$ cat src/tc16_pkg.sv
// package for the 16-bit counter core: byte addresses, modes, reset values
// assumes an 8-bit cpu bus with one-cycle read and write strobes
package tc16_pkg;

    // ----------------------------------------
    // byte addresses of the 16-bit registers
    // ----------------------------------------
    localparam logic [3:0] ADDR_CNT_LO = 4'h0;
    localparam logic [3:0] ADDR_CNT_HI = 4'h1;
    localparam logic [3:0] ADDR_CMPA_LO = 4'h2;
    localparam logic [3:0] ADDR_CMPA_HI = 4'h3;
    localparam logic [3:0] ADDR_CMPB_LO = 4'h4;
    localparam logic [3:0] ADDR_CMPB_HI = 4'h5;
    localparam logic [3:0] ADDR_CMPC_LO = 4'h6;
    localparam logic [3:0] ADDR_CMPC_HI = 4'h7;
    localparam logic [3:0] ADDR_CAP_LO = 4'h8;
    localparam logic [3:0] ADDR_CAP_HI = 4'h9;

    // ----------------------------------------
    // counter values and reset values
    // ----------------------------------------
    localparam logic [15:0] CNT_BOTTOM = 16'h0000;
    localparam logic [15:0] CNT_MAX = 16'hffff;
    localparam logic [15:0] TOP_8BIT = 16'h00ff;
    localparam logic [15:0] TOP_9BIT = 16'h01ff;
    localparam logic [15:0] TOP_10BIT = 16'h03ff;
    localparam logic [15:0] CNT_RESET = 16'h0000;
    localparam logic [7:0] HOLD_RESET = 8'h00;
    localparam logic [2:0] CLK_SEL_STOP = 3'h0;

    // ----------------------------------------
    // mode field positions
    // ----------------------------------------
    localparam int WM_LO_A = 0;
    localparam int WM_B2 = 3;
    localparam int WM_B3 = 4;

    // ----------------------------------------
    // top source, derived from wave mode
    // ----------------------------------------
    typedef enum logic [2:0] {
        TOP_MAX = 3'b000,
        TOP_FIX8 = 3'b001,
        TOP_FIX9 = 3'b010,
        TOP_FIX10 = 3'b011,
        TOP_CMPA = 3'b100,
        TOP_CAP = 3'b101
    } top_src_e;

endpackage

$ cat src/tc16_seq.sv
// counting sequence decoder: wave mode to top source and counting style
// assumes wave_mode is the full four-bit field from ctrl_a and ctrl_b
`timescale 1ns/1ps
module tc16_seq (
    input wire logic [3:0] wave_mode,
    output tc16_pkg::top_src_e top_src,
    output logic dual_slope,
    output logic clear_on_top
);
    // ----------------------------------------
    // mode decode
    // ----------------------------------------
    always_comb
    begin
        top_src = tc16_pkg::TOP_MAX;
        dual_slope = 1'b0;
        clear_on_top = 1'b1;
        case (wave_mode)
            4'h0: top_src = tc16_pkg::TOP_MAX;
            4'h1:
            begin
                top_src = tc16_pkg::TOP_FIX8;
                dual_slope = 1'b1;
            end
            4'h2:
            begin
                top_src = tc16_pkg::TOP_FIX9;
                dual_slope = 1'b1;
            end
            4'h3:
            begin
                top_src = tc16_pkg::TOP_FIX10;
                dual_slope = 1'b1;
            end
            4'h4: top_src = tc16_pkg::TOP_CMPA;
            4'h5: top_src = tc16_pkg::TOP_FIX8;
            4'h6: top_src = tc16_pkg::TOP_FIX9;
            4'h7: top_src = tc16_pkg::TOP_FIX10;
            4'h8, 4'ha:
            begin
                top_src = tc16_pkg::TOP_CAP;
                dual_slope = 1'b1;
            end
            4'h9, 4'hb:
            begin
                top_src = tc16_pkg::TOP_CMPA;
                dual_slope = 1'b1;
            end
            4'hc: top_src = tc16_pkg::TOP_CAP;
            4'he: top_src = tc16_pkg::TOP_CAP;
            4'hf: top_src = tc16_pkg::TOP_CMPA;
            default: top_src = tc16_pkg::TOP_MAX;
        endcase
        if (wave_mode == 4'h0)
        begin
            clear_on_top = 1'b0;
        end
    end
endmodule

$ cat src/tc16_core.sv
// 16-bit timer counter core with shared high-byte holding register
// assumes a cpu with one-cycle byte strobes and a one-cycle tick_clk qualifier
`timescale 1ns/1ps
module tc16_core (
    input wire logic REF_CLK,
    input wire logic RESET,
    input wire logic [3:0] CPU_ADDR,
    input wire logic [7:0] CPU_WDATA,
    input wire logic CPU_WR,
    input wire logic CPU_RD,
    output logic [7:0] CPU_RDATA,
    input wire logic [7:0] CTRL_A,
    input wire logic [7:0] CTRL_B,
    input wire logic [7:0] CTRL_C,
    input wire logic TICK_CLK,
    input wire logic OVF_CLEAR,
    input wire logic CMPC_FLAG_CLEAR,
    input wire logic CMPC_MASK,
    input wire logic OVF_MASK,
    output logic [15:0] COUNT_VALUE,
    output logic OVERFLOW_FLAG,
    output logic OVF_IRQ,
    output logic CMPC_FLAG,
    output logic CMPC_IRQ,
    output logic AT_BOTTOM,
    output logic AT_TOP,
    output logic [1:0] OUT_MODE_C,
    output logic FORCE_CMP_A,
    output logic FORCE_CMP_B,
    output logic FORCE_CMP_C
);
    // ----------------------------------------
    // state
    // ----------------------------------------
    logic [15:0] cnt_q, cnt_d;
    logic [15:0] cmpa_q, cmpb_q, cmpc_q, cap_q;
    logic [7:0] hold_q, hold_d;
    logic [7:0] rdata_q, rdata_d;
    logic down_q, down_d;
    logic ovf_q, ovf_d, ovf_set;
    logic cfc_q, cfc_d;
    logic [2:0] clk_select;
    logic [3:0] wave_mode;
    tc16_pkg::top_src_e top_src;
    logic dual_slope, clear_on_top;
    logic [15:0] top_val;
    logic tick, at_top, at_bottom, at_max;
    logic wr_lo, rd_lo;
    logic [15:0] wr_word;

    // ----------------------------------------
    // control fields
    // ----------------------------------------
    assign clk_select = CTRL_B[2:0];
    assign wave_mode = {CTRL_B[tc16_pkg::WM_B3], CTRL_B[tc16_pkg::WM_B2],
        CTRL_A[tc16_pkg::WM_LO_A+1], CTRL_A[tc16_pkg::WM_LO_A]};
    assign OUT_MODE_C = CTRL_A[3:2];
    assign FORCE_CMP_A = CTRL_C[7];
    assign FORCE_CMP_B = CTRL_C[6];
    assign FORCE_CMP_C = CTRL_C[5];

    tc16_seq u_seq (
        .wave_mode(wave_mode),
        .top_src(top_src),
        .dual_slope(dual_slope),
        .clear_on_top(clear_on_top)
    );

    // ----------------------------------------
    // top and bottom
    // ----------------------------------------
    assign top_val = (top_src == tc16_pkg::TOP_FIX8) ? tc16_pkg::TOP_8BIT :
        (top_src == tc16_pkg::TOP_FIX9) ? tc16_pkg::TOP_9BIT :
        (top_src == tc16_pkg::TOP_FIX10) ? tc16_pkg::TOP_10BIT :
        (top_src == tc16_pkg::TOP_CMPA) ? cmpa_q :
        (top_src == tc16_pkg::TOP_CAP) ? cap_q : tc16_pkg::CNT_MAX;
    assign at_top = (cnt_q == top_val);
    assign at_bottom = (cnt_q == tc16_pkg::CNT_BOTTOM);
    assign at_max = (cnt_q == tc16_pkg::CNT_MAX);
    assign tick = TICK_CLK && (clk_select != tc16_pkg::CLK_SEL_STOP);

    // ----------------------------------------
    // cpu byte access
    // ----------------------------------------
    function automatic logic is_lo(input logic [3:0] a);
        is_lo = (a == tc16_pkg::ADDR_CNT_LO) || (a == tc16_pkg::ADDR_CMPA_LO) ||
            (a == tc16_pkg::ADDR_CMPB_LO) || (a == tc16_pkg::ADDR_CMPC_LO) ||
            (a == tc16_pkg::ADDR_CAP_LO);
    endfunction

    assign wr_lo = CPU_WR && is_lo(CPU_ADDR);
    assign rd_lo = CPU_RD && is_lo(CPU_ADDR);
    assign wr_word = {hold_q, CPU_WDATA};

    always_comb
    begin
        hold_d = hold_q;
        if (CPU_WR && !is_lo(CPU_ADDR) && CPU_ADDR <= tc16_pkg::ADDR_CAP_HI)
        begin
            hold_d = CPU_WDATA;
        end
        else if (CPU_RD)
        begin
            case (CPU_ADDR)
                tc16_pkg::ADDR_CNT_LO: hold_d = cnt_q[15:8];
                tc16_pkg::ADDR_CAP_LO: hold_d = cap_q[15:8];
                default: hold_d = hold_q;
            endcase
        end
    end

    always_comb
    begin
        rdata_d = rdata_q;
        if (CPU_RD)
        begin
            case (CPU_ADDR)
                tc16_pkg::ADDR_CNT_LO: rdata_d = cnt_q[7:0];
                tc16_pkg::ADDR_CNT_HI: rdata_d = hold_q;
                tc16_pkg::ADDR_CMPA_LO: rdata_d = cmpa_q[7:0];
                tc16_pkg::ADDR_CMPA_HI: rdata_d = cmpa_q[15:8];
                tc16_pkg::ADDR_CMPB_LO: rdata_d = cmpb_q[7:0];
                tc16_pkg::ADDR_CMPB_HI: rdata_d = cmpb_q[15:8];
                tc16_pkg::ADDR_CMPC_LO: rdata_d = cmpc_q[7:0];
                tc16_pkg::ADDR_CMPC_HI: rdata_d = cmpc_q[15:8];
                tc16_pkg::ADDR_CAP_LO: rdata_d = cap_q[7:0];
                tc16_pkg::ADDR_CAP_HI: rdata_d = hold_q;
                default: rdata_d = 8'h00;
            endcase
        end
    end

    // ----------------------------------------
    // counter unit
    // ----------------------------------------
    always_comb
    begin
        cnt_d = cnt_q;
        down_d = down_q;
        ovf_set = 1'b0;
        if (tick)
        begin
            if (dual_slope)
            begin
                down_d = (down_q && !at_bottom) || (!down_q && at_top);
                ovf_set = down_q && at_bottom;
                cnt_d = down_d ? cnt_q - 16'h0001 : cnt_q + 16'h0001;
            end
            else if (clear_on_top && at_top)
            begin
                cnt_d = tc16_pkg::CNT_BOTTOM;
                ovf_set = (top_src != tc16_pkg::TOP_CMPA) || (wave_mode == 4'hf);
            end
            else
            begin
                cnt_d = cnt_q + 16'h0001;
                ovf_set = at_max;
            end
        end
        ovf_d = ovf_set || (ovf_q && !OVF_CLEAR);
        if (wr_lo && CPU_ADDR == tc16_pkg::ADDR_CNT_LO)
        begin
            cnt_d = wr_word;
        end
    end

    assign cfc_d = (tick && cnt_q == cmpc_q) ? 1'b1 : (CMPC_FLAG_CLEAR ? 1'b0 : cfc_q);

    // ----------------------------------------
    // registers
    // ----------------------------------------
    always_ff @(posedge REF_CLK)
    begin
        if (RESET)
        begin
            cnt_q <= tc16_pkg::CNT_RESET;
            hold_q <= tc16_pkg::HOLD_RESET;
            rdata_q <= 8'h00;
            down_q <= 1'b0;
            ovf_q <= 1'b0;
            cfc_q <= 1'b0;
        end
        else
        begin
            cnt_q <= cnt_d;
            hold_q <= hold_d;
            rdata_q <= rdata_d;
            down_q <= down_d;
            ovf_q <= ovf_d;
            cfc_q <= cfc_d;
        end
    end

    always_ff @(posedge REF_CLK)
    begin
        if (RESET)
        begin
            cmpa_q <= 16'h0000;
            cmpb_q <= 16'h0000;
            cmpc_q <= 16'h0000;
            cap_q <= 16'h0000;
        end
        else if (wr_lo)
        begin
            if (CPU_ADDR == tc16_pkg::ADDR_CMPA_LO) cmpa_q <= wr_word;
            if (CPU_ADDR == tc16_pkg::ADDR_CMPB_LO) cmpb_q <= wr_word;
            if (CPU_ADDR == tc16_pkg::ADDR_CMPC_LO) cmpc_q <= wr_word;
            if (CPU_ADDR == tc16_pkg::ADDR_CAP_LO) cap_q <= wr_word;
        end
    end

    // ----------------------------------------
    // outputs
    // ----------------------------------------
    assign CPU_RDATA = rdata_q;
    assign COUNT_VALUE = cnt_q;
    assign OVERFLOW_FLAG = ovf_q;
    assign OVF_IRQ = ovf_q && OVF_MASK;
    assign CMPC_FLAG = cfc_q;
    assign CMPC_IRQ = cfc_q && CMPC_MASK;
    assign AT_BOTTOM = at_bottom;
    assign AT_TOP = at_top;

    // ----------------------------------------
    // assertions
    // ----------------------------------------
    property p_wr_lo_cnt;
        @(posedge REF_CLK) disable iff (RESET)
        (CPU_WR && CPU_ADDR == tc16_pkg::ADDR_CNT_LO) |=>
            cnt_q == {$past(hold_q), $past(CPU_WDATA)};
    endproperty
    a_wr_lo_cnt: assert property (p_wr_lo_cnt) else $error("low write did not load count");

    property p_rd_lo_hold;
        @(posedge REF_CLK) disable iff (RESET)
        (CPU_RD && !CPU_WR && CPU_ADDR == tc16_pkg::ADDR_CNT_LO) |=> hold_q == $past(cnt_q[15:8]);
    endproperty
    a_rd_lo_hold: assert property (p_rd_lo_hold) else $error("hold missed low read");

    property p_hi_wr_hold;
        @(posedge REF_CLK) disable iff (RESET)
        (CPU_WR && CPU_ADDR == tc16_pkg::ADDR_CNT_HI) |=> hold_q == $past(CPU_WDATA) &&
            ($stable(cnt_q[15:8]) || $past(tick));
    endproperty
    a_hi_wr_hold: assert property (p_hi_wr_hold) else $error("high write missed holding");

    property p_cmp_rd;
        @(posedge REF_CLK) disable iff (RESET)
        (CPU_RD && !CPU_WR && CPU_ADDR == tc16_pkg::ADDR_CMPA_HI) |=>
            CPU_RDATA == $past(cmpa_q[15:8]) && $stable(hold_q);
    endproperty
    a_cmp_rd: assert property (p_cmp_rd) else $error("compare read used holding");

    property p_stop;
        @(posedge REF_CLK) disable iff (RESET)
        (clk_select == tc16_pkg::CLK_SEL_STOP && !CPU_WR) |=> $stable(cnt_q);
    endproperty
    a_stop: assert property (p_stop) else $error("counter moved while stopped");

    property p_wr_prio;
        @(posedge REF_CLK) disable iff (RESET)
        (tick && CPU_WR && CPU_ADDR == tc16_pkg::ADDR_CNT_LO) |=> cnt_q[7:0] == $past(CPU_WDATA);
    endproperty
    a_wr_prio: assert property (p_wr_prio) else $error("count beat cpu write");

    property p_normal_inc;
        @(posedge REF_CLK) disable iff (RESET)
        (tick && wave_mode == 4'h0 && !CPU_WR) |=> cnt_q == $past(cnt_q) + 16'h0001;
    endproperty
    a_normal_inc: assert property (p_normal_inc) else $error("count did not increment");

    property p_wrap_ovf;
        @(posedge REF_CLK) disable iff (RESET)
        (tick && wave_mode == 4'h0 && at_max && !CPU_WR) |=> cnt_q == 16'h0000 && ovf_q;
    endproperty
    a_wrap_ovf: assert property (p_wrap_ovf) else $error("no wrap with overflow");
endmodule

$ cat config.mk
export PLATFORM = sky130hd
export DESIGN_NAME = tc16_core
export DESIGN_NICKNAME = d
export VERILOG_FILES = /design/src/tc16_pkg.sv /design/src/tc16_seq.sv /design/src/tc16_core.sv
export SDC_FILE = /design/constraint.sdc
export NUM_CORES = 1
export LEC_CHECK = 0
export BUFFER_PORTS_ARGS = -buffer_cell sky130_fd_sc_hd__buf_2
export CORE_ASPECT_RATIO = 0.6
export CORE_MARGIN = 2
export CORE_UTILIZATION = 30
export DETAILED_ROUTE_END_ITERATION = 16
export GPL_TIMING_DRIVEN = 0
export SYNTH_ARGS = -nofsm -noshare
export SYNTH_HDL_FRONTEND = slang
export SYNTH_SLANG_ARGS = --single-unit
$ cat constraint.sdc
create_clock -name REF_CLK -period 7.8 [get_ports REF_CLK]
set_input_delay 1.56 -clock REF_CLK [delete_from_list [all_inputs] [get_ports REF_CLK]]
set_output_delay 1.56 -clock REF_CLK [all_outputs]
set_load 0.02 [all_outputs]
After elaboration in Yosys (flattened, before gate mapping)
Index checks and enable logic that the tools add are counted.
Widths: inputs -> output; s select.

storage, ports and cells
  register bits = 99
  input port bits = 45
  output and inout port bits = 35
  word-level logic and storage cells = 112

cells by class
  add/subtract/negate cells = 2
  $lt $le $gt $ge = 1
  eq/ne operators = 32
  mux-type cells = 22
  reduce and logical (&&, ||, !) cells = 45

operator list
  kind                   number
  $mux 16                10
  $pmux 8 s9             1
  $eq 4x4->1 const B     9
  $eq 16x16->1           2
  $eq 4x3->1 const B     8
  $add 16x1->16 const B  1
  $eq 16x16->1 const B   1
  $eq 4x2->1 const B     4
  $logic_not 16->1       1
  $mux 8                 2
  $pmux 8 s2             1
  $sub 16x1->16 const B  1
  $pmux 3 s5             1
  $logic_and 1x1->1      13
  $reduce_and 2->1       6
  $eq 4x1->1 const B     2
  $logic_not 4->1        2
  $reduce_or 2->1        4
  $reduce_or 4->1        2
  $logic_or 1x1->1       7
  $mux 1                 7
  $reduce_or 7->1        1
  $eq 3x2->1 const B     2
  $eq 3x3->1 const B     2
  6 further kinds        12

Longest topological paths before layout
  depth after elaboration = 16
  gate-level depth with buffers = 14
  depth with buffers taken out = 11

By module
Synthesis repeated with hierarchy kept, for this count alone.

unflattened totals
  cells, all modules = 902
  area total of the unflattened synthesis = 6,443.7 sq um

modules (own cells, without submodules)
  module     instances  cells an instance  area each (sq um)  seq. area each (sq um)
  tc16_core  1          894                6,386.1            1,981.9
  tc16_seq   1          8                  57.6               0.0

Least setup slack after synthesis
Ideal clock, no wire load.

  path kind = input to output
  from = in CTRL_B[3]
  to = out AT_TOP
  arrival time = 3,252 ps
  data required time = 6,240 ps
  setup slack = 2,988 ps
  stages = 7
  buffers on the path = 1
  cells stage by stage = buf_2 or3_1 a21oi_1 a221oi_2 xnor2_1 nor4_4 and3_1

on the way
  longest elaborated chain between the ends = 10
  elaborated cells between the ends (all ways) = 31
  classes of those cells = eq/ne (20); mux (6); reduce/logical (5)

ends and longest elaborated chain
  what                                                          RTL line         text
  start: declaration                                            tc16_core.sv:13  input wire logic [7:0] CTRL_B,
  $eq 4x4->1 (tied with other cells)                            tc16_seq.sv:18   case (wave_mode)
  $reduce_or 4->1 (no line) or $reduce_or 2->1 (tied branches)  n/a
  $pmux 3 s5 *                                                  tc16_seq.sv:18
  $eq 3x3->1                                                    tc16_core.sv:76  (top_src == tc16_pkg::TOP_CAP) ? cap_q : tc16_pkg::CNT_MAX;
  $mux 16                                                       tc16_core.sv:76
  $mux 16                                                       tc16_core.sv:75  (top_src == tc16_pkg::TOP_CMPA) ? cmpa_q :
  $mux 16                                                       tc16_core.sv:74  (top_src == tc16_pkg::TOP_FIX10) ? tc16_pkg::TOP_10BIT :
  $mux 16                                                       tc16_core.sv:73  (top_src == tc16_pkg::TOP_FIX9) ? tc16_pkg::TOP_9BIT :
  $mux 16 *                                                     tc16_core.sv:72  assign top_val = (top_src == tc16_pkg::TOP_FIX8) ? tc16_pkg::TOP_8BIT :
  $eq 16x16->1 *                                                tc16_core.sv:77  assign at_top = (cnt_q == top_val);
  end: declaration                                              tc16_core.sv:26  output logic AT_TOP,

Every way passes the cells marked *; elsewhere a longest branch is shown, timed or not.

Worst setup path after layout
  from = in CTRL_B[4]
  to = out AT_TOP

Same word-level chain as after synthesis.

==> results.sh <==
export IMPL_yosys_warnings=0
export IMPL_grt_start_max_net_pins=16
export IMPL_end_kind="output pin"
export IMPL_vdd_ir_drop_worst_mv=0.112
export IMPL_design_core_area_um2=20100
export IMPL_synth_ff_type="sky130_fd_sc_hd__dfxtp_1"
export IMPL_clk_path_buf_depth=2
export IMPL_finalClockSkew_ns=0.00949
export IMPL_synthMostInstantiatedCell="sky130_fd_sc_hd__nand2_1"
export IMPL_max_cap_violations=0
export IMPL_layout_drive_gt1_share_pct=12.0
export IMPL_run_status="finished, final reports clean"
export IMPL_insertion_delay_ns=0.37
export IMPL_routability_congestion_estimate_from_global_placement=0.977
export IMPL_tightest_slew_ns=1.39
export IMPL_synth_enable_flop_cells=0
export IMPL_slowest_stage="sky130_fd_sc_hd__nor4_4"
export IMPL_crit_arrival_ns=4.16
export IMPL_worstSetupPathType="input port to output pin"
export IMPL_power_density_over_the_cells_nw_per_um2=168
export IMPL_totalWireLength_um=28100
export IMPL_first_pass_iters=6
export IMPL_power_switching_share_pct=31.3
export IMPL_num_fill_cells=2192
export IMPL_finish_net_count=958
export IMPL_first_pass_grt_wire_length_um=40700
export IMPL_power_frac_comb_pct=17.8
export IMPL_floorplan_initialDensity_pct=30.7
export IMPL_area_growth_pct=15.1
export IMPL_post_cts_setup_buffers=0
export IMPL_cts_sinks=99
export IMPL_number_of_distinct_standard_cells_referenced_by_the_synthesized_netlist=75
export IMPL_share_of_total_power_in_sequential_cells_pct=44.2
export IMPL_setup_tns_final_ns=0
export IMPL_post_route_worst_setup_slack_ns=2.08
export IMPL_vias_in_the_first_global_route=6125
export IMPL_worst_setup_hold_path_clk_slew_ns=0.07
export IMPL_worst_path_buf_inv=4
export IMPL_synth_cells_most_frequent="171 x sky130_fd_sc_hd__nand2_1, 99 x sky130_fd_sc_hd__dfxtp_1, 94 x sky130_fd_sc_hd__a21oi_1, 60 x sky130_fd_sc_hd__nor2_1, 53 x sky130_fd_sc_hd__clkbuf_1"
export IMPL_floorplan_die_height_um=115
export IMPL_synth_area_leader_cell="sky130_fd_sc_hd__dfxtp_1"
export IMPL_cts_buffers=9
export IMPL_slew_headroom_pct=6.35
export IMPL_net_count_after_synthesis=888
export IMPL_async_reset_ff_share_pct=0
export IMPL_cts_root_buffer_cell="sky130_fd_sc_hd__clkbuf_16"
export IMPL_floorplan_die_area_um2=21800
export IMPL_vias=7009
export IMPL_grt_setup_unrepaired="no"
export IMPL_placementRows=40
export IMPL_routedWlPerCell_um=23.6
export IMPL_timing_fmax_mhz=175
export IMPL_critical_path_top_delay_family="simple AND/OR/NAND/NOR gates"
export IMPL_clkPwrFrac_pct=38.0
export IMPL_drv_slew=0
export IMPL_htreeDepth=3
export IMPL_holdBufCountCts=0
export IMPL_syn_instance_count=840
export IMPL_boundaryPins=80
export IMPL_hold_violations=0
export IMPL_static_leakage_power_nw=2.46
export IMPL_critPathLaunchType="input port"
export IMPL_cts_tree="built"
export IMPL_post_synth_instance_area_um2=6180
export IMPL_synth_avg_cell_area_um2=7.36
export IMPL_final_cells=1188
export IMPL_first_iter_violations=992
export IMPL_post_synth_main_area_contributors="sky130_fd_sc_hd__dfxtp_1 32%, sky130_fd_sc_hd__nand2_1 10%, sky130_fd_sc_hd__a21oi_1 7.6%"
export IMPL_critPathMaxFanout=10
export IMPL_crit_path_cell_trace="buf_2 -> buf_6 -> and2_4 -> mux2i_1 -> buf_4 -> o21ba_1 -> nand4b_4 -> nor4_4 -> and3_1 -> buf_2"
export IMPL_hold_path_class="flip-flop to flip-flop"
export IMPL_antenna_diode_count=0
export IMPL_antenna_found_initial=0
export IMPL_post_place_cells=1172
export IMPL_io_buffers=59
export IMPL_crit_required_ns=6.24
export IMPL_intPower_mw=0.820
export IMPL_slowest_delay_ns=0.57
export IMPL_post_route_period_util_pct=73.3
export IMPL_number_of_synthesized_register_bits=99
export IMPL_global_route_overflow_total=0
export IMPL_post_drt_via_cell_ratio=5.90
export IMPL_drc_errors=0
export IMPL_final_min_clock_period_ns=5.72
export IMPL_postRouteAntennaNets=0
export IMPL_grt_total_usage_pct=25.7
export IMPL_setup_violators_final=0
export IMPL_synth_top_area_share_pct=32.1
export IMPL_ctsResizeCount=0
export IMPL_netSwitchingPower_mw=0.373
export IMPL_ys_seq_area_share_pct=32.1
export IMPL_preCtsSetupSlack_ns=2.27
export IMPL_half_perimeter_wire_length_of_the_detailed_placement_result_um=21700
export IMPL_fp_dieW_um=189
export IMPL_crit_top_cell="sky130_fd_sc_hd__buf_2"
-- registers in the layout (all words and copies together) (netlist names) --
| register | count |
|---|---|
| cmpc_q | 16 |
| cmpa_q | 16 |
| cmpb_q | 16 |
| down_q | 1 |
| OVERFLOW_FLAG | 1 |
| CPU_RDATA | 8 |
| CMPC_FLAG | 1 |
| COUNT_VALUE | 16 |
| hold_q | 8 |
| cap_q | 16 |
-- placed cells by master (no fill, tap or decap), types with 9 or more instances in the layout --
cell	n
sky130_fd_sc_hd__a21oi_1	94
sky130_fd_sc_hd__xor2_1	9
sky130_fd_sc_hd__dfxtp_1	99
sky130_fd_sc_hd__nand4_1	11
sky130_fd_sc_hd__nand2_1	171
sky130_fd_sc_hd__nor3_1	26
sky130_fd_sc_hd__or3_1	10
sky130_fd_sc_hd__nand3_1	22
sky130_fd_sc_hd__and3_1	12
sky130_fd_sc_hd__mux2i_1	14
sky130_fd_sc_hd__xnor2_1	19
sky130_fd_sc_hd__inv_1	15
sky130_fd_sc_hd__nor4_1	11
sky130_fd_sc_hd__clkbuf_16	9
sky130_fd_sc_hd__nand2b_1	12
sky130_fd_sc_hd__o22ai_1	13
sky130_fd_sc_hd__clkbuf_1	54
sky130_fd_sc_hd__a221oi_1	9
sky130_fd_sc_hd__o21ai_0	30
sky130_fd_sc_hd__nor2_1	60
sky130_fd_sc_hd__nor2b_1	13
sky130_fd_sc_hd__a22oi_1	9
sky130_fd_sc_hd__o211ai_1	9
sky130_fd_sc_hd__buf_2	64
-- worst paths after layout --
check / endpoint / from / slack (ns) / cells past startpoint
worst min register to register: cmpb_q[12] / cmpb_q[12] / 0.46 / 2
worst max-delay path: AT_TOP / CTRL_B[4] / 2.08 / 10
worst min-delay path: cmpb_q[12] / cmpb_q[12] / 0.46 / 2
worst max register to register: COUNT_VALUE[10] / COUNT_VALUE[6] / 3.89 / 11
-- power by group through the flow --
| stage | Combinational, mW | Clock, mW | Sequential [mW] |
|---|---|---|---|
| 6_report | 0.212 | 0.454 | 0.527 |
| 2_1_floorplan | 0.123 | 0 | 0.537 |
| 3_3_place_gp | 0.202 | 0 | 0.538 |
| 4_1_cts | 0.202 | 0.461 | 0.526 |
| 3_5_place_dp | 0.201 | 0 | 0.538 |
| 5_1_grt | 0.222 | 0.479 | 0.528 |
-- per-stage QoR --
step                      utilization, %  hold slack [ns]  instance area (um^2)  power [mW]
after floorplan                        -            0.432                  6180       0.660
after global placement              33.9            0.444                  6820       0.740
after detailed placement            33.9            0.449                  6830       0.739
after CTS                           35.4            0.460                  7120        1.19
after global routing                35.4            0.486                  7120        1.23
final                               35.4            0.457                  7120        1.19
-- per-layer routing --
layer | vias to the layer above | track usage [%] | share of wire, %
li1 | 3141 | - | -
met4 | 0 | 4.03 | 0.99
met3 | 23 | 10.3 | 17
met5 | - | 0 | 0
met1 | 3355 | 41.3 | 47
met2 | 490 | 30.7 | 35
-- final cells by class --
cell class | instances | area (um^2) | share of cell area, %
Buffer | 71 | 318 | 4.46
Tap cell | 273 | 342 | 4.80
Timing Repair Buffer | 59 | 295 | 4.15
Sequential cell | 99 | 1980 | 27.8
Multi-Input combinational cell | 655 | 3830 | 53.9
Inverter | 15 | 56.3 | 0.791
Clock buffer | 13 | 270 | 3.80
Clock inverter | 3 | 21.3 | 0.299
-- cell families (layout without fill, tap and decap cells) --
kind of cell,Yosys count,after routing,share of synthesized area (%)
AND/OR/NAND/NOR,375,375,29.2
AO/OA/AOI/OAI,228,228,24.2
flip-flops,99,99,32.1
buffers and inverters,86,161,6.05
XOR/XNOR,28,28,3.97
multiplexers,21,21,3.91
adder cells (fa/ha/maj),3,3,0.607
-- worst reg2reg max path: stages (launching register included) --
cell                       delay, ns
sky130_fd_sc_hd__dfxtp_1        0.34
sky130_fd_sc_hd__buf_2          0.25
sky130_fd_sc_hd__inv_1          0.19
sky130_fd_sc_hd__o21a_4         0.17
sky130_fd_sc_hd__o31ai_1        0.36
sky130_fd_sc_hd__nand3_1        0.22
sky130_fd_sc_hd__nor4_4         0.58
sky130_fd_sc_hd__nand4_1        0.46
sky130_fd_sc_hd__o21ai_1        0.65
sky130_fd_sc_hd__o21ai_0        0.18
sky130_fd_sc_hd__a211oi_1       0.29
sky130_fd_sc_hd__nor3_1         0.08
No activity file was read; power rests on OpenSTA's default activity.
